===== src/rtl/pstr_pkg.sv =====
// Package of constants shared by the program stack and table read block.
package pstr_pkg;

  // ----------------------------------------------------------------------
  // Sizes
  // ----------------------------------------------------------------------
  localparam int unsigned STACK_DEPTH   = 12;      // One of 4, 8 or 12 levels.
  localparam int unsigned PC_WIDTH      = 14;      // 12K words need 14 address bits.
  localparam int unsigned WORD_WIDTH    = 16;      // Program word width, 14 to 16.
  localparam int unsigned PROG_WORDS    = 12288;   // Program memory depth.
  localparam int unsigned BANK_WORDS    = 8192;    // Words reachable in one bank.
  localparam int unsigned PAGE_BITS     = 8;       // A page spans 256 locations.
  localparam int unsigned PTR_WIDTH     = $clog2(STACK_DEPTH + 1);
  localparam int unsigned BANK_SEL_BIT  = 5;       // Bank select bit of bank_pointer.
  localparam int unsigned SER_CMD_BITS  = 4;       // Serial command field width.
  localparam int unsigned SER_ADDR_BITS = 14;      // Serial address field width.
  localparam int unsigned SER_FRAME     = SER_CMD_BITS + SER_ADDR_BITS + WORD_WIDTH;

  // ----------------------------------------------------------------------
  // Reset values
  // ----------------------------------------------------------------------
  localparam logic [PC_WIDTH-1:0]  RESET_VECTOR = 14'h0000;
  localparam logic [PTR_WIDTH-1:0] PTR_EMPTY    = 4'h0;

  // ----------------------------------------------------------------------
  // Serial commands
  // ----------------------------------------------------------------------
  localparam logic [SER_CMD_BITS-1:0] CMD_PROG_WR = 4'h1;
  localparam logic [SER_CMD_BITS-1:0] CMD_PROG_RD = 4'h2;
  localparam logic [SER_CMD_BITS-1:0] CMD_EE_WR   = 4'h3;
  localparam logic [SER_CMD_BITS-1:0] CMD_EE_RD   = 4'h4;

  typedef enum logic [1:0] {
    PSTR_OP_NONE,
    PSTR_OP_TABLE,
    PSTR_OP_TABLE_LAST
  } pstr_tbl_op_t;

endpackage : pstr_pkg


===== src/rtl/pstr_program_flow.sv =====
// Program counter, return stack control, table read and serial programming.
module pstr_program_flow
  import pstr_pkg::*;
(
  input  wire logic                   ref_clk,
  input  wire logic                   reset,
  input  wire logic                   cycleEn,
  input  wire logic                   callReq,
  input  wire logic [PC_WIDTH-1:0]    callTarget,
  input  wire logic                   jumpReq,
  input  wire logic                   pcLowWrite,
  input  wire logic [7:0]             pcLowData,
  input  wire logic                   returnReq,
  input  wire logic                   intPending,
  input  wire logic                   intEnable,
  input  wire logic [PC_WIDTH-1:0]    intVector,
  input  wire logic [7:0]             bankPointer,
  input  wire logic [7:0]             tableLowPtr,
  input  wire logic [7:0]             tableHighPtr,
  input  wire pstr_tbl_op_t           tableOp,
  input  wire logic                   aluWrite,
  input  wire logic                   aluCarry,
  input  wire logic                   aluZero,
  input  wire logic                   aluOverflow,
  input  wire logic [WORD_WIDTH-1:0]  progWord,
  input  wire logic                   reset_pin_n,
  input  wire logic                   program_serial_clock_pin,
  input  wire logic                   program_serial_data_pin_i,
  input  wire logic [WORD_WIDTH-1:0]  serReadData,
  output logic      [PC_WIDTH-1:0]    progAddr,
  output logic                        progBank,
  output logic      [PC_WIDTH-1:0]    pcOut,
  output logic                        intAck,
  output logic                        intFlag,
  output logic                        tableBusy,
  output logic                        tableDataValid,
  output logic      [7:0]             tableData,
  output logic      [7:0]             table_high_byte,
  output logic      [2:0]             statusFlags,
  output logic                        serActive,
  output logic                        serWrite,
  output logic                        serEeprom,
  output logic      [SER_ADDR_BITS-1:0] serAddr,
  output logic      [WORD_WIDTH-1:0]  serWriteData,
  output logic                        serStrobe,
  output logic                        program_serial_data_pin_o,
  output logic                        program_serial_data_pin_oe
);

  // ----------------------------------------------------------------------
  // Helpers
  // ----------------------------------------------------------------------
  // Page base of an address; the low 8 bits are the offset inside a page.
  function automatic logic [PC_WIDTH-1:0] page_join(input logic [PC_WIDTH-1:0] base,
                                                    input logic [7:0] offset);
    page_join = {base[PC_WIDTH-1:PAGE_BITS], offset};
  endfunction : page_join

  localparam logic [PC_WIDTH-1:0] LAST_ADDR = PC_WIDTH'(PROG_WORDS - 1);

  logic [PC_WIDTH-1:0] pc_q;
  logic [PC_WIDTH-1:0] stackTop;
  logic                stackFull;
  logic                stackEmpty;
  logic                pushNow;
  logic                popNow;
  logic                ackNow;
  logic                tblPhase_q;
  pstr_tbl_op_t        tblOp_q;
  logic [PC_WIDTH-1:0] tblAddr;

  // Acknowledge is withheld while the stack is full; the flag stays latched.
  assign ackNow  = cycleEn && intFlag && !stackFull && !tblPhase_q;
  assign pushNow = cycleEn && (callReq || ackNow) && !tblPhase_q;
  assign popNow  = cycleEn && returnReq && !ackNow && !tblPhase_q;

  // ----------------------------------------------------------------------
  // Return stack
  // ----------------------------------------------------------------------
  // Not mapped anywhere; only push and pop reach it.
  pstr_return_stack u_stack (
    .ref_clk  (ref_clk),
    .reset    (reset),
    .push     (pushNow),
    .pop      (popNow),
    .pushData (pc_q),
    .topData  (stackTop),
    .full     (stackFull),
    .empty    (stackEmpty)
  );

  // ----------------------------------------------------------------------
  // Interrupt latch and acknowledge
  // ----------------------------------------------------------------------
  // A new request wins over the clear by acknowledge, so none is lost.
  always_ff @(posedge ref_clk) begin
    if (reset) begin
      intFlag <= 1'b0;
      intAck  <= 1'b0;
    end else begin
      intAck <= ackNow;
      if (intPending && intEnable) begin
        intFlag <= 1'b1;
      end else if (ackNow) begin
        intFlag <= 1'b0;
      end
    end
  end

  // ----------------------------------------------------------------------
  // Program counter
  // ----------------------------------------------------------------------
  // Interrupt outranks call, return, jumps; a table read holds the PC.
  always_ff @(posedge ref_clk) begin
    if (reset) begin
      pc_q <= RESET_VECTOR;
    end else if (cycleEn && !tblPhase_q) begin
      if (ackNow) begin
        pc_q <= intVector;
      end else if (callReq || jumpReq) begin
        pc_q <= callTarget;
      end else if (returnReq && !stackEmpty) begin
        pc_q <= stackTop;
      end else if (pcLowWrite) begin
        pc_q <= page_join(pc_q, pcLowData);
      end else if (tableOp == PSTR_OP_NONE) begin
        pc_q <= (pc_q == LAST_ADDR) ? RESET_VECTOR : pc_q + 1'b1;
      end
    end
  end

  // ----------------------------------------------------------------------
  // Table read sequencing
  // ----------------------------------------------------------------------
  // First cycle latches the kind of read; the second returns the word.
  always_ff @(posedge ref_clk) begin
    if (reset) begin
      tblPhase_q <= 1'b0;
      tblOp_q    <= PSTR_OP_NONE;
    end else if (cycleEn) begin
      if (!tblPhase_q && tableOp != PSTR_OP_NONE && !ackNow) begin
        tblPhase_q <= 1'b1;
        tblOp_q    <= tableOp;
      end else begin
        tblPhase_q <= 1'b0;
      end
    end
  end

  // The pointer pair is the full address; page modes take only the low byte.
  always_comb begin
    if (tblOp_q == PSTR_OP_TABLE_LAST) begin
      tblAddr = page_join(LAST_ADDR, tableLowPtr);
    end else if (tblOp_q == PSTR_OP_TABLE && tableHighPtr == 8'h00) begin
      tblAddr = page_join(pc_q, tableLowPtr);
    end else begin
      tblAddr = PC_WIDTH'({tableHighPtr, tableLowPtr});
    end
  end

  // Memory address: table address during the second cycle, else the PC.
  always_ff @(posedge ref_clk) begin
    if (reset) begin
      progAddr <= RESET_VECTOR;
      progBank <= 1'b0;
      pcOut    <= RESET_VECTOR;
    end else begin
      progAddr <= tblPhase_q ? tblAddr : pc_q;
      progBank <= bankPointer[BANK_SEL_BIT];
      pcOut    <= pc_q;
    end
  end

  // The high byte register has no write port; only a table read loads it.
  always_ff @(posedge ref_clk) begin
    if (reset) begin
      tableData       <= 8'h00;
      table_high_byte <= 8'h00;
      tableDataValid  <= 1'b0;
      tableBusy       <= 1'b0;
    end else begin
      tableBusy      <= tblPhase_q;
      tableDataValid <= cycleEn && tblPhase_q;
      if (cycleEn && tblPhase_q) begin
        tableData       <= progWord[7:0];
        table_high_byte <= 8'(progWord[WORD_WIDTH-1:8]);
      end
    end
  end

  // ----------------------------------------------------------------------
  // Status flags
  // ----------------------------------------------------------------------
  // Carry, zero and overflow move in the same cycle as the result write.
  always_ff @(posedge ref_clk) begin
    if (reset) begin
      statusFlags <= 3'h0;
    end else if (aluWrite) begin
      statusFlags <= {aluOverflow, aluZero, aluCarry};
    end
  end

  // ----------------------------------------------------------------------
  // Serial programming port
  // ----------------------------------------------------------------------
  // Pins come from the programmer, so each passes two flip-flops first.
  logic [1:0] rstSync_q;
  logic [1:0] clkSync_q;
  logic [1:0] datSync_q;
  logic       clkPrev_q;
  logic [SER_FRAME-1:0] shift_q;
  logic [5:0] bitCnt_q;
  logic [WORD_WIDTH-1:0] outShift_q;
  logic       readPhase_q;

  always_ff @(posedge ref_clk) begin
    rstSync_q <= {rstSync_q[0], reset_pin_n};
    clkSync_q <= {clkSync_q[0], program_serial_clock_pin};
    datSync_q <= {datSync_q[0], program_serial_data_pin_i};
  end

  // Frame: command, address, data, msb first on rising clock; a read
  // frame then shifts the word out on falling edges. Limitation: the
  // serial clock must be far slower than ref_clk.
  always_ff @(posedge ref_clk) begin
    if (reset) begin
      clkPrev_q   <= 1'b0;
      serActive   <= 1'b0;
      bitCnt_q    <= 6'h00;
      shift_q     <= '0;
      serStrobe   <= 1'b0;
      serWrite    <= 1'b0;
      serEeprom   <= 1'b0;
      serAddr     <= '0;
      serWriteData <= '0;
      outShift_q  <= '0;
      readPhase_q <= 1'b0;
      program_serial_data_pin_o  <= 1'b0;
      program_serial_data_pin_oe <= 1'b0;
    end else begin
      clkPrev_q <= clkSync_q[1];
      serStrobe <= 1'b0;
      serActive <= !rstSync_q[1];
      if (rstSync_q[1]) begin
        bitCnt_q    <= 6'h00;
        readPhase_q <= 1'b0;
        program_serial_data_pin_oe <= 1'b0;
      end else if (clkSync_q[1] && !clkPrev_q && !readPhase_q) begin
        shift_q  <= {shift_q[SER_FRAME-2:0], datSync_q[1]};
        bitCnt_q <= (bitCnt_q == 6'(SER_FRAME - 1)) ? 6'h00 : bitCnt_q + 1'b1;
        if (bitCnt_q == 6'(SER_FRAME - 1)) begin
          serStrobe    <= 1'b1;
          serAddr      <= shift_q[SER_ADDR_BITS+WORD_WIDTH-2:WORD_WIDTH-1];
          serWriteData <= {shift_q[WORD_WIDTH-2:0], datSync_q[1]};
          serWrite  <= shift_q[SER_FRAME-2:SER_FRAME-1-SER_CMD_BITS] inside
                       {CMD_PROG_WR, CMD_EE_WR};
          serEeprom <= shift_q[SER_FRAME-2:SER_FRAME-1-SER_CMD_BITS] inside
                       {CMD_EE_WR, CMD_EE_RD};
          readPhase_q <= shift_q[SER_FRAME-2:SER_FRAME-1-SER_CMD_BITS] inside
                         {CMD_PROG_RD, CMD_EE_RD};
        end
      end else if (readPhase_q && serStrobe) begin
        outShift_q <= serReadData;
      end else if (readPhase_q && !clkSync_q[1] && clkPrev_q) begin
        program_serial_data_pin_oe <= 1'b1;
        program_serial_data_pin_o  <= outShift_q[WORD_WIDTH-1];
        outShift_q <= {outShift_q[WORD_WIDTH-2:0], 1'b0};
        bitCnt_q   <= (bitCnt_q == 6'(WORD_WIDTH)) ? 6'h00 : bitCnt_q + 1'b1;
        if (bitCnt_q == 6'(WORD_WIDTH)) begin
          readPhase_q <= 1'b0;
          program_serial_data_pin_oe <= 1'b0;
        end
      end
    end
  end
endmodule : pstr_program_flow


===== src/rtl/pstr_return_stack.sv =====
// Hidden return address stack with overflow dropping the oldest entry.
module pstr_return_stack
  import pstr_pkg::*;
(
  input  wire logic                 ref_clk,
  input  wire logic                 reset,
  input  wire logic                 push,
  input  wire logic                 pop,
  input  wire logic [PC_WIDTH-1:0]  pushData,
  output logic      [PC_WIDTH-1:0]  topData,
  output logic                      full,
  output logic                      empty
);

  logic [PC_WIDTH-1:0]  entry_q [STACK_DEPTH];
  logic [PTR_WIDTH-1:0] level_q;

  // ----------------------------------------------------------------------
  // Level pointer
  // ----------------------------------------------------------------------
  // Level counts live entries; zero is the bottom, the empty condition.
  always_ff @(posedge ref_clk) begin
    if (reset) begin
      level_q <= PTR_EMPTY;
    end else if (push && !pop && level_q != PTR_WIDTH'(STACK_DEPTH)) begin
      level_q <= level_q + 1'b1;
    end else if (pop && !push && level_q != PTR_EMPTY) begin
      level_q <= level_q - 1'b1;
    end
  end

  // Entries shift down on push; a push when full drops the oldest at the bottom.
  always_ff @(posedge ref_clk) begin
    if (push && !pop) begin
      entry_q[0] <= pushData;
      for (int i = 1; i < STACK_DEPTH; i++) begin
        entry_q[i] <= entry_q[i-1];
      end
    end else if (pop && !push) begin
      for (int i = 0; i < STACK_DEPTH - 1; i++) begin
        entry_q[i] <= entry_q[i+1];
      end
    end
  end

  assign topData = entry_q[0];
  assign full    = (level_q == PTR_WIDTH'(STACK_DEPTH));
  assign empty   = (level_q == PTR_EMPTY);

endmodule : pstr_return_stack


===== config.mk =====
export PLATFORM = sky130hd
export DESIGN_NAME = pstr_program_flow
export DESIGN_NICKNAME = d
export VERILOG_FILES = /design/src/rtl/pstr_pkg.sv /design/src/rtl/pstr_program_flow.sv /design/src/rtl/pstr_return_stack.sv
export SDC_FILE = /design/constraint.sdc
export NUM_CORES = 1
export LEC_CHECK = 0
export BUFFER_PORTS_ARGS = -buffer_cell sky130_fd_sc_hd__buf_2
export CAP_MARGIN = 20
export CORE_ASPECT_RATIO = 1.5
export CORE_MARGIN = 2
export CORE_UTILIZATION = 60
export CTS_BUF_LIST = sky130_fd_sc_hd__clkbuf_2
export DETAILED_ROUTE_END_ITERATION = 6
export PLACE_DENSITY = 0.87
export SETUP_SLACK_MARGIN = 0.15
export SLEW_MARGIN = 5
export SYNTH_ARGS = -nofsm -noshare
export SYNTH_HDL_FRONTEND = slang
export SYNTH_SLANG_ARGS = --single-unit
export TNS_END_PERCENT = 50

===== constraint.sdc =====
create_clock -name ref_clk -period 11.7 [get_ports ref_clk]
set_input_delay 0.585 -clock ref_clk [delete_from_list [all_inputs] [get_ports ref_clk]]
set_output_delay 0.585 -clock ref_clk [all_outputs]
set_load 0.02 [all_outputs]

Word level (Yosys, flattened, before mapping)

Memory sizes are Yosys's and may differ from the RTL's.
Index checks and enable logic that the tools add are counted.

Memory bits (writable): 168
Output and inout bits: 88
Bits in registers: 172
Word-level logic and storage cells: 171
Input port bits: 110
Memories: 1

Add/subtract/negate cells: 4
Reduce and logical (&&, ||, !) cells: 63
Muxes and demuxes: 44
Bitwise operators: 14
Eq/ne operators: 14

Memories:

| name            | words | bits a word | rd ports | clocked after Yosys merged registers in | write ports | line                    | text |
|---|---|---|---|---|---|---|---|
| u_stack.entry_q | 12    | 14          | 12       | 0                                       | 12          | pstr_return_stack.sv:15 | `logic [PC_WIDTH-1:0] entry_q [STACK_DEPTH];` |

Operators with widths:

| operator                                             | count |
|---|---|
| 2-to-1 mux 14 bit                                    | 20 |
| 2-to-1 mux 16 bit                                    | 2 |
| 2-to-1 mux 6 bit                                     | 5 |
| logical AND 1 bit                                    | 24 |
| nonzero test 2 bit                                   | 9 |
| 2-to-1 mux 1 bit                                     | 15 |
| adder 14 x 1 -> 14 bit (second input constant)       | 1 |
| equality test 14 bit (second input constant)         | 1 |
| AND reduction 3 bit                                  | 4 |
| OR 1 bit                                             | 11 |
| zero test 1 bit                                      | 10 |
| equality test 4 x 2 -> 1 bit (second input constant) | 2 |
| zero test 8 bit                                      | 1 |
| 2-to-1 mux 4 bit                                     | 2 |
| AND reduction 2 bit                                  | 4 |
| AND reduction 4 bit                                  | 2 |
| nonzero test 4 bit                                   | 2 |
| adder 6 x 1 -> 6 bit (second input constant)         | 1 |
| equality test 6 x 5 -> 1 bit (second input constant) | 1 |
| equality test 6 bit (second input constant)          | 1 |
| nonzero test 5 bit                                   | 1 |
| adder 4 x 1 -> 4 bit (second input constant)         | 1 |
| equality test 4 x 1 -> 1 bit (second input constant) | 1 |
| equality test 4 x 3 -> 1 bit (second input constant) | 1 |
| 14 further kinds                                     | 17 |

Depth between registers and ports, before layout

Gate-level depths: netlist (run 1).

Depth after elaboration: 13
Mapped depth: 14
Mapped depth without buffers: 12

Modules after synthesis

Synthesis (run 1) repeated with hierarchy kept, for this count alone.

Cells, all modules: 1,213
Area total of the unflattened synthesis: 13,947.1 um^2

By module, submodules not included:

| module            | area each (um^2) | seq. area each (um^2) | instances | cells an instance |
|---|---|---|---|---|
| pstr_return_stack | 7,205.7          | 5,124.9               | 1         | 376 |
| pstr_program_flow | 6,741.5          | 3,363.2               | 1         | 837 |

Worst setup path after synthesis (run 1)

No wires, ideal clock.

Path type: register to register
Start point: register u_stack.level_q[0]
End point: memory u_stack.entry_q[0][0], enable pin
Slack: 6.645 ns
Required time: 11.193 ns
Arrival: 4.548 ns
Cell stages (with the launch flop): 8
Period minus slack after synthesis: 5.055 ns
Buffers on the path: 1
Cell sequence: dfxtp_1 -> buf_6 -> nand4bb_2 -> and2_1 -> o21ai_0 -> inv_1 -> ha_1 -> inv_1

RTL lines:

| item                     | line                    | text |
|---|---|---|
| start: declaration       | pstr_return_stack.sv:16 | `logic [PTR_WIDTH-1:0] level_q;` |
| start signal: assignment | pstr_return_stack.sv:26 | `level_q <= level_q + 1'b1;` |
| start signal: assignment | pstr_return_stack.sv:28 | `level_q <= level_q - 1'b1;` |
| end: declaration         | pstr_return_stack.sv:15 |  |

==> results by group, run 1 <==
Synth
  – Mean Syn Cell Area: 11.5 um^2
  – Register bit total from synthesis: 340
  – Ranking of synthesized cells by area: edfxtp_1, dfxtp_1, mux2_2, nand2_1, a21oi_1
  – Ys flop type: dfxtp_1
  – Syn nets: 1342
  – Ys async rst share: 0%
  – Top cell type's share of synthesized area: 36.0%
  – Area leader, netlist: edfxtp_1
  – Sequential area share after synthesis: 60.5%
  – Number of flops mapped to enable cells by yosys: 168
  – Post-synth cell types: 64
  – Cell with the most instances after synthesis: nand2_1
  – Synth warnings: 0
  – Synth top cells by count: nand2_1, dfxtp_1, edfxtp_1, mux2_2, a21oi_1
  – Area of the mapped netlist: 14000 um^2
  – Post-Syn Instances: 1222

Global routing
  – GRT Util Overall: 27.3%
  – Initial antenna violation count: 4
  – Vias in the first global route: 10.7k
  – Total grt overflow: 0
  – Pin count of the biggest net entering global routing: 86
  – Global-route wire length before repair: 53000 um

Critical path
  – R2r worst-path depth: 7
  – Crit. End Element: register
  – Critical Path RT: 12170 ps
  – Worst Path Arrival: 4530 ps
  – Critical Path Start Type: register
  – Crit Path Category: reg2reg
  – Largest fanout on the critical path: 85

Pwr
  – Pwr dens: 149 nW/um^2
  – Worst vdd ir: 0.0603 mV
  – Switching power: 0.677 mW
  – Clk network pwr share: 28.6%
  – Internal power: 1.77 mW
  – Total power: 2.45 mW
  – Seq pwr share: 59.0%
  – Combinational share of power: 12.4%
  – Switching part of the total power: 27.7%
  – Leak: 6.22 nW

Final layout
  – Fill cells: 1465
  – Layout cells sized above 1: 31.7%
  – P&R area growth vs syn: 16.8%
  – Footprint of the multi-input gates: 5190 um^2
  – Final layout net count: 1604
  – Sequential cell area: 8490 um^2
  – Post-layout instance area: 16400 um^2

Floorplanning
  – Horiz. Die Dim: 129 um
  – Row Count: 68
  – Ports: 198
  – Starting Density: 61.1%
  – Die H: 191 um
  – Die Area: 24600 um^2
  – Core area: 23000 um^2

STA
  – Fin crit period: 4060 ps
  – Min Hold Slack: 49.0 ps
  – Final worst slack: 7640 ps
  – RSZ-0062 raised after global routing: no
  – Final setup viols: 0
  – F_max: 246 MHz
  – Setup_tns: 0 ps
  – Final slew viol count: 0
  – Worst slew pin tran: 1040 ps
  – Rel. slew slack: 30.9%
  – Clock Skews: 89.8 ps
  – Final Hold Viols: 0
  – Tcrit/Tclk final: 34.7%

Routing
  – Total number of vias: 10.8k
  – Vias per cell: 5.95
  – Routed len/inst: 18.9 um
  – Antenna-violating nets left: 0
  – WL final: 34300 um
  – Drt drc: 0
  – TritonRoute pass-1 iters: 7
  – DR iter-0 viols: 962

Placement
  – Post-DP HPWL: 21200 um
  – Pre-CTS WS: 7710 ps
  – Area of placed instances: 15100 um^2
  – Number of port buffers: 190
  – GP Congestion: 0.901

Clock tree
  – Clk root buf: clkbuf_2
  – Max Root-Sink Buffers: 3
  – Clock sink total: 340
  – H-tree levels: 3
  – CTS buffer count: 74
  – Clk pin slew, worst setup/hold paths: 130 ps
  – Worst skew pair latency: 900 ps
  – Post-CTS Resized: 0
  – CTS tree: built

Worst hold path
  – Hold Path Depth: 3
  – Hold WC Path Type: in2reg

Run status
  – Status: finished clean

Job
  – Max cap viols: 0
power groups by stage:
stage          clock (mW)  sequential (mW)  combinational [mW]
6_report            0.698             1.44               0.304
5_1_grt             0.768             1.45               0.329
4_1_cts             0.707             1.44               0.299
3_5_place_dp            0             1.47               0.280
3_3_place_gp            0             1.46               0.268
2_1_floorplan           0             1.46               0.204
sequential cells by signal, indices dropped and copies added (netlist names), 2 cells and up:
| register | count |
|---|---|
| bitCnt_q | 6 |
| clkSync_q | 2 |
| datSync_q | 2 |
| outShift_q | 16 |
| pcOut | 14 |
| pc_q | 14 |
| progAddr | 14 |
| rstSync_q | 2 |
| serAddr | 14 |
| serWriteData | 16 |
| shift_q | 33 |
| statusFlags | 3 |
| tableData | 8 |
| table_high_byte | 8 |
| tblOp_q | 2 |
| u_stack.entry_q | 168 |
| u_stack.level_q | 4 |
stage by stage:
stage | instances | utilization, %
after detailed placement | 1622 | 65.7
after global placement | 1622 | 65.7
after global routing | 1817 | 71.3
after floorplan | 1222 | -
after CTS | 1813 | 71.1
final | 1819 | 71.3
final timing paths:
kind                                    startpoint                endpoint  slack [ps]
worst max-delay path            u_stack.level_q[1]  u_stack.entry_q[2][37]        7640
worst min-delay path                 intVector[11]                pc_q[11]          50
worst max register to register  u_stack.level_q[1]  u_stack.entry_q[2][37]        7640
worst min register to register        rstSync_q[0]            rstSync_q[1]         340
kinds of logic after synthesis:
kind of cell / count (synthesis) / share of synthesized area (%)
simple gates: 412 / 12.9
flops: 340 / 60.5
compound gates: 186 / 8.59
mux: 168 / 13.4
buf+inv: 89 / 2.63
xor+xnor: 17 / 1.06
fa+ha+maj: 10 / 0.945
timing repair:
item | 4_1_cts | 5_1_grt
setup buffers | 0 | 0
endpoints found under the hold margin | 62 | 0
hold buffers | 64 | 0
endpoints found under the setup margin | 0 | 0
area by class of cell:
cell class                 count  share of cell area, %
inverter                      12                  0.290
tap                          280                   2.14
clock inverter                15                  0.366
clock buffer                 112                   3.42
timing repair buffer         263                   10.3
antenna                        4                 0.0611
multi-input combinational    793                   31.7
sequential                   340                   51.8
placed cells by master, fill, tap and decap left out, drive strengths merged, types with 5 or more instances in the layout:
cell           n
a21oi        102
o21ai         18
a311oi        15
nor3          14
nand3         38
edfxtp       168
nor2b         18
o41ai         10
mux2i         14
xor2          11
mux2         154
dfxtp        172
nand4         11
dlygate4sd3   64
buf          199
nor4           5
nand2b         7
ha             9
a31oi          5
nand2        231
xnor2          6
clkinv        13
a22oi          5
nor2          71
clkbuf       112
inv           14
routing by layer:
metal | wire length [um] | GRT usage (%) | up-vias
met2 | 16900 | 44.6 | 547
met3 | 2330 | 6.69 | 168
met4 | 2160 | 19.1 | 4
met1 | 12900 | 31.3 | 5168
met5 | 18 | 0 | -
li1 | - | - | 4931
worst max-delay path, stage by stage (launching register included):
cell	delay, ps
dfxtp_1	440
nand4bb_2	390
and2_1	280
o21ai_0	470
inv_1	90
ha_1	330
inv_4	610
buf_4	920
Note: power is estimated with default switching activity, not from simulation.
==> run 2, diff against run 1 <==
Settings changed: CORE_UTILIZATION 60 to 59, PLACE_DENSITY 0.87 to 0.86.
Clock period 11.7 ns to 4.2 ns, I/O delays scaled along.
==> results by group, run 2 (same netlist as run 1, synthesis figures left out) <==
STA
  – Worst slew pin tran: 964 ps (-72.9 ps)
  – Final slew viol count: 0 (unchanged)
  – Fin crit period: 3660 ps (-402 ps)
  – RSZ-0062 raised after global routing: no
  – Rel. slew slack: 35.5% (+4.6 points)
  – Tcrit/Tclk final: 87.2% (+52 points)
  – Clock Skews: 120 ps (+29.8 ps)
  – Final Hold Viols: 0 (unchanged)
  – Final setup viols: 0 (unchanged)
  – F_max: 273 MHz (+11%)
  – Setup_tns: 0 ps (unchanged)

Global routing
  – Initial antenna violation count: 1 (-3)
  – Total grt overflow: 0 (unchanged)
  – Vias in the first global route: 11.3k (+6.4%)
  – Global-route wire length before repair: 58500 um (+10%)
  – GRT Util Overall: 30.2% (+2.9 points)
  – Pin count of the biggest net entering global routing: 155 (+80%)

Run status
  – Status: finished, violations left
  – Failing checks: design-rule violations

Final layout
  – Layout cells sized above 1: 30.7% (-0.99 points)
  – Most common cell after layout, fill and taps aside: nand2_1
  – Largest registers: u_stack.entry_q x168, shift_q x33
  – Final layout net count: 1682 (+4.9%)
  – P&R area growth vs syn: 23.7%
  – Fill cells: 1417 (-3.3%)
  – Non-Filler Instances: 1943 (+6.8%)
  – Commonest non-fill, non-tap cells in the layout: nand2_1, buf_2, dfxtp_1
  – Biggest register: u_stack.entry_q
  – Max reg flops: 168 (unchanged)

Floorplanning
  – Ports: 198 (unchanged)
  – Die H: 193 um (+0.83%)
  – Core area: 23600 um^2 (+2.6%)
  – Horiz. Die Dim: 130 um (+0.82%)
  – Die Area: 25100 um^2 (+1.7%)
  – Starting Density: 59.5% (-1.5 points)
  – Row Count: 69 (+1.5%)

Critical path
  – Critical path's largest stage delay: 780 ps (-140 ps)
  – FF-to-FF End: pc_q[7]
  – Worst Path Arrival: 4420 ps (-110 ps)
  – Critical Path RT: 4960 ps (-7210 ps)
  – Critical Path Start Type: register
  – Worst-path cell chain: ha_1 -> nand4_1 -> nor4_2 -> nor2_1 -> a211oi_1 -> o41ai_1 -> dlygate4sd3_1
  – R2r setup slk: 540 ps (-7100 ps)
  – Largest fanout on the critical path: 8 (-91%)
  – Crit Path Category: reg2reg
  – R2r worst-path depth: 7 (unchanged)
  – Crit. End Element: register
  – CP max-delay cell: nor4_2
  – Worst r2r src: pc_q[1]

Job
  – Max cap viols: 0 (unchanged)

Pwr
  – Leak: 6.71 nW (+7.9%)
  – Worst vdd ir: 0.199 mV (+230%)
  – Pwr dens: 415 nW/um^2 (+180%)

Clock tree
  – Clk root buf: clkbuf_2
  – H-tree levels: 3 (unchanged)
  – Clock sink total: 340 (unchanged)
  – CTS tree: built
  – Clk pin slew, worst setup/hold paths: 140 ps (about the same)
  – CTS buffer count: 76 (+2.7%)
  – Max Root-Sink Buffers: 3 (unchanged)
  – Worst skew pair latency: 930 ps (+30 ps)

Placement
  – Number of port buffers: 190 (unchanged)
  – GP Congestion: 0.956 (+6.1%)
  – Post-DP HPWL: 21400 um (+0.83%)
  – Placed cell count: 1663 (+2.5%)

Routing
  – DR iter-0 viols: 1209 (+26%)
  – Antenna-violating nets left: 0 (unchanged)
  – Vias per cell: 5.92 (-0.42%)
  – WL final: 38700 um (+13%)
  – Routed len/inst: 19.9 um (+5.4%)
  – Drt drc: 7 (+7)
  – TritonRoute pass-1 iters: 7 (unchanged)
  – Total number of vias: 11.5k (+6.4%)

Worst hold path
  – Hold path endpoint: progBank
  – Hold WC Path Type: in2reg
  – Hold Path Origin: bankPointer[5]
  – Hold Path Depth: 3 (unchanged)
==> run 2: repair_timing <==
| item | in CTS | in global routing |
|---|---|---|
| buffers inserted | 0 | 0 |
| endpoints found under the hold margin | 94 | 0 |
| hold buffers | 138 | 0 |
| gates resized for setup | 0 | 0 |
==> run 2: area by class of cell <==
type	instances	area, um^2	area share [%]
inverter	12	48.8	0.281
timing repair buffer	339	2450	14.1
sequential	340	8490	48.9
tap	319	399	2.30
antenna	4	10.0	0.0577
clock buffer	115	576	3.32
multi-input combinational	793	5230	30.1
clock inverter	21	159	0.916
==> run 2: worst max-delay path by stage <==
stage / slack [ps] / start / to
finish: 540 / pc_q[1] / pc_q[7]
global route: 530 / u_stack.level_q[0] / u_stack.level_q[3]
detailed placement: 850 / u_stack.level_q[0] / u_stack.level_q[3]
global placement: 940 / u_stack.level_q[0] / u_stack.level_q[3]
floorplan: 150 / u_stack.level_q[0] / u_stack.entry_q[0][0]
CTS: 850 / u_stack.level_q[0] / u_stack.level_q[3]
==> run 2: power breakdown <==
| part | internal, mW | total, mW | switching, mW |
|---|---|---|---|
| Combinational | 0.449 | 0.950 | 0.501 |
| Sequential | 3.84 | 4.03 | 0.189 |
| Clock | 0.908 | 2.22 | 1.31 |
==> run 2: through the flow <==
step / setup slack, ps / hold slack (ps) / power (mW) / area, um^2 / util (%)
3_3_place_gp: 942 / 311 / 4.83 / 15200 / 64.5
4_1_cts: 845 / 36.9 / 7.12 / 17300 / 73.5
5_1_grt: 532 / 80.4 / 7.47 / 17300 / 73.6
2_1_floorplan: 152 / 238 / 4.62 / 14100 / -
3_5_place_dp: 849 / 314 / 4.88 / 15200 / 64.5
6_report: 537 / 88.5 / 7.19 / 17400 / 73.6
==> run 2: per-layer routing <==
layer	wire [um]	GRT usage, %
met5	0	0
met4	2540	20.8
met3	3150	7.65
met2	19100	49.7
met1	13900	34.2
==> run 2: worst max-delay path, delay by kind of cell (launching register included) <==
kind | cells | cell delay [ps]
flip-flops | 1 | 650
AO/OA/AOI/OAI | 2 | 480
adder cells (fa/ha/maj) | 1 | 350
buffers and inverters | 1 | 600
AND/OR/NAND/NOR | 3 | 1450
==> run 3, diff against run 2 <==
Settings changed: CORE_UTILIZATION 59 to 60, PLACE_DENSITY 0.86 to 0.87, RECOVER_POWER from default to 25.
Clock period 4.2 ns to 4.3 ns, I/O delays scaled along.
==> results by group, run 3 (same netlist as run 1, synthesis figures left out) <==
Run status
  – Status: finished, violations left
  – Failing checks: design-rule violations, max-capacitance violations, max-slew violations

Final layout
  – Most common cell after layout, fill and taps aside: nand2_1
  – Max reg flops: 168 (unchanged)
  – Commonest non-fill, non-tap cells in the layout: nand2_1, dfxtp_1, edfxtp_1
  – P&R area growth vs syn: 22.0%
  – Final layout net count: 1675 (-0.42%)
  – Biggest register: u_stack.entry_q
  – Largest registers: u_stack.entry_q x168, shift_q x33
  – Layout cells sized above 1: 25.9% (-4.9 points)

Clock tree
  – H-tree levels: 3 (unchanged)
  – CTS buffer count: 76 (unchanged)
  – Clock sink total: 340 (unchanged)
  – Max Root-Sink Buffers: 3 (unchanged)
  – # Post-CTS Setup Buffers: 0 (unchanged)
  – Worst skew pair latency: 910 ps (-20 ps)
  – Clk pin slew, worst setup/hold paths: 140 ps (about the same)
  – CTS tree: built
  – Clk root buf: clkbuf_2

Critical path
  – Top cell family by delay on the critical path: simple AND/OR/NAND/NOR gates
  – R2r worst-path depth: 8 (+1)
  – CP max-delay cell: nor4_2
  – Worst Path Arrival: 4740 ps (+320 ps)
  – Worst-path cell chain: buf_4 -> ha_1 -> nand4_1 -> nor4_2 -> nor2_1 -> a211oi_1 -> o41ai_1 -> dlygate4sd3_1
  – Crit. End Element: register
  – Critical Path RT: 5080 ps (+120 ps)
  – Crit Path Category: reg2reg
  – WP buf/inv: 2 (+1)
  – R2r setup slk: 340 ps (-190 ps)
  – Critical path's largest stage delay: 940 ps (+160 ps)
  – FF-to-FF End: pc_q[7]
  – Critical Path Start Type: register
  – Worst r2r src: pc_q[0]
  – Largest fanout on the critical path: 9 (+1)

Pwr
  – Internal power: 5.09 mW (-2.0%)
  – Clk network pwr share: 31.1% (+0.3 points)
  – Pwr dens: 413 nW/um^2 (-0.27%)
  – Switching part of the total power: 28.1% (+0.26 points)
  – Combinational share of power: 13.3% (about the same)
  – Worst vdd ir: 0.178 mV (-11%)
  – Total power: 7.08 mW (-1.6%)
  – Switching power: 1.99 mW (-0.73%)
  – Seq pwr share: 55.5% (-0.4 points)
  – Leak: 6.29 nW (-6.2%)

Global routing
  – Initial antenna violation count: 3 (+2)
  – Pin count of the biggest net entering global routing: 142 (-8.4%)
  – Met2 usage: 53.6% (+3.8 points)
  – Vias in the first global route: 11.9k (+5.1%)
  – Global route hottest layer: met2
  – Global-route wire length before repair: 62100 um (+6.1%)
  – M1 GR Usage: 36.8% (+2.6 points)
  – GRT Util Overall: 32.8% (+2.6 points)
  – Total grt overflow: 0 (unchanged)
  – Met3 Use GR: 9.60% (+1.9 points)

STA
  – Tcrit/Tclk final: 92.0% (+4.8 points)
  – Setup_tns: 0 ps (unchanged)
  – Final setup viols: 0 (unchanged)
  – Rel. slew slack: -28.2% (-64 points)
  – Fin crit period: 3960 ps (+294 ps)
  – Clock Skews: 88.8 ps (-30.9 ps)
  – F_max: 253 MHz (-7.4%)
  – Final slew viol count: 41 (+41)
  – RSZ-0062 raised after global routing: no
  – Worst slew pin tran: 1920 ps (+959 ps)
  – Final Hold Viols: 0 (unchanged)

Floorplanning
  – Core area: 23000 um^2 (-2.5%)
  – Die Area: 24600 um^2 (-1.6%)
  – Starting Density: 61.1% (+1.5 points)
  – Die H: 191 um (-0.82%)
  – Row Count: 68 (-1.4%)
  – Ports: 198 (unchanged)
  – Horiz. Die Dim: 129 um (-0.81%)

Job
  – Max cap viols: 1 (+1)

Routing
  – Drt drc: 21 (+14)
  – DR iter-0 viols: 1232 (+1.9%)
  – TritonRoute pass-1 iters: 7 (unchanged)
  – Total number of vias: 11.8k (+2.5%)
  – Routed len/inst: 21.4 um (+7.6%)
  – WL final: 40600 um (+5.1%)
  – Vias per cell: 6.21 (+4.9%)
  – Antenna-violating nets left: 0 (unchanged)

Worst hold path
  – Hold WC Path Type: in2reg
  – Hold Path Depth: 4 (+1)
  – Hold path endpoint: progAddr[0]
  – Hold Path Origin: tableLowPtr[0]

Placement
  – Post-DP HPWL: 21300 um (-0.23%)
  – Number of port buffers: 190 (unchanged)
  – GP Congestion: 0.914 (-4.4%)
## run 3: cell types whose count changed in the layout (fill, tap and decap cells not counted), sizes merged
cell	previous run	this run
clkbuf	115	208
clkinv	16	12
buf	201	118
diode	4	3
dlygate4sd3	138	127
## run 3: worst min-delay path, cell delays in order
cell and delay [ps]:
dlygate4sd3_1 520, buf_2 100, mux2i_1 60, nor2_1 70
## run 3: final cells by class
type,instances,area (um^2)
sequential,340,8490
fill,1340,5850
multi-input combinational,793,5200
timing repair buffer,332,2270
clock buffer,121,606
tap,280,350
clock inverter,17,143
inverter,12,48.8
antenna,3,7.51
## run 3: layer usage
layer  vias to the layer above  routed length (um)
met3                       289                3660
met2                       877               19700
li1                       5086                   -
met4                         2                3140
met5                         -                  13
met1                      5542               14100
## run 3: per-stage QoR
step                area (um^2)  instances  setup WS [ps]  utilization, %  hold slack [ps]
CTS                       17200       1893            968            74.9             33.2
finish                    17100       1898            343            74.5              104
global placement          15200       1628           1170            66.1              319
floorplan                 14000       1222            155               -              243
global route              17100       1897            392            74.5             61.5
detailed placement        15200       1628           1090            66.1              316
## run 3: worst max-delay path by stage
stage / from / endpoint / slack [ps] / cells after the start
after global routing: pc_q[0] / pc_q[7] / 390 / 8
final: pc_q[0] / pc_q[7] / 340 / 8
after CTS: u_stack.level_q[0] / pc_q[10] / 970 / 7
after detailed placement: u_stack.level_q[3] / u_stack.entry_q[2][29] / 1090 / 7
after floorplan: u_stack.level_q[0] / u_stack.entry_q[0][0] / 160 / 7
after global placement: u_stack.level_q[0] / u_stack.entry_q[2][15] / 1170 / 7
## run 3: power by group through the flow
stage	clock network [mW]	logic (mW)	registers (mW)
final	2.20	0.945	3.93
after global routing	2.40	1.00	3.95
after CTS	2.20	0.891	3.90
after detailed placement	0	0.791	3.98
after global placement	0	0.759	3.96
after floorplan	0	0.558	3.95
## run 3: what timing repair did
| item | CTS | global route |
|---|---|---|
| hold endpoints to repair | 85 | 0 |
| gates resized for setup | 0 | 0 |
| endpoints found under the setup margin | 0 | 0 |
| hold buffers | 127 | 0 |
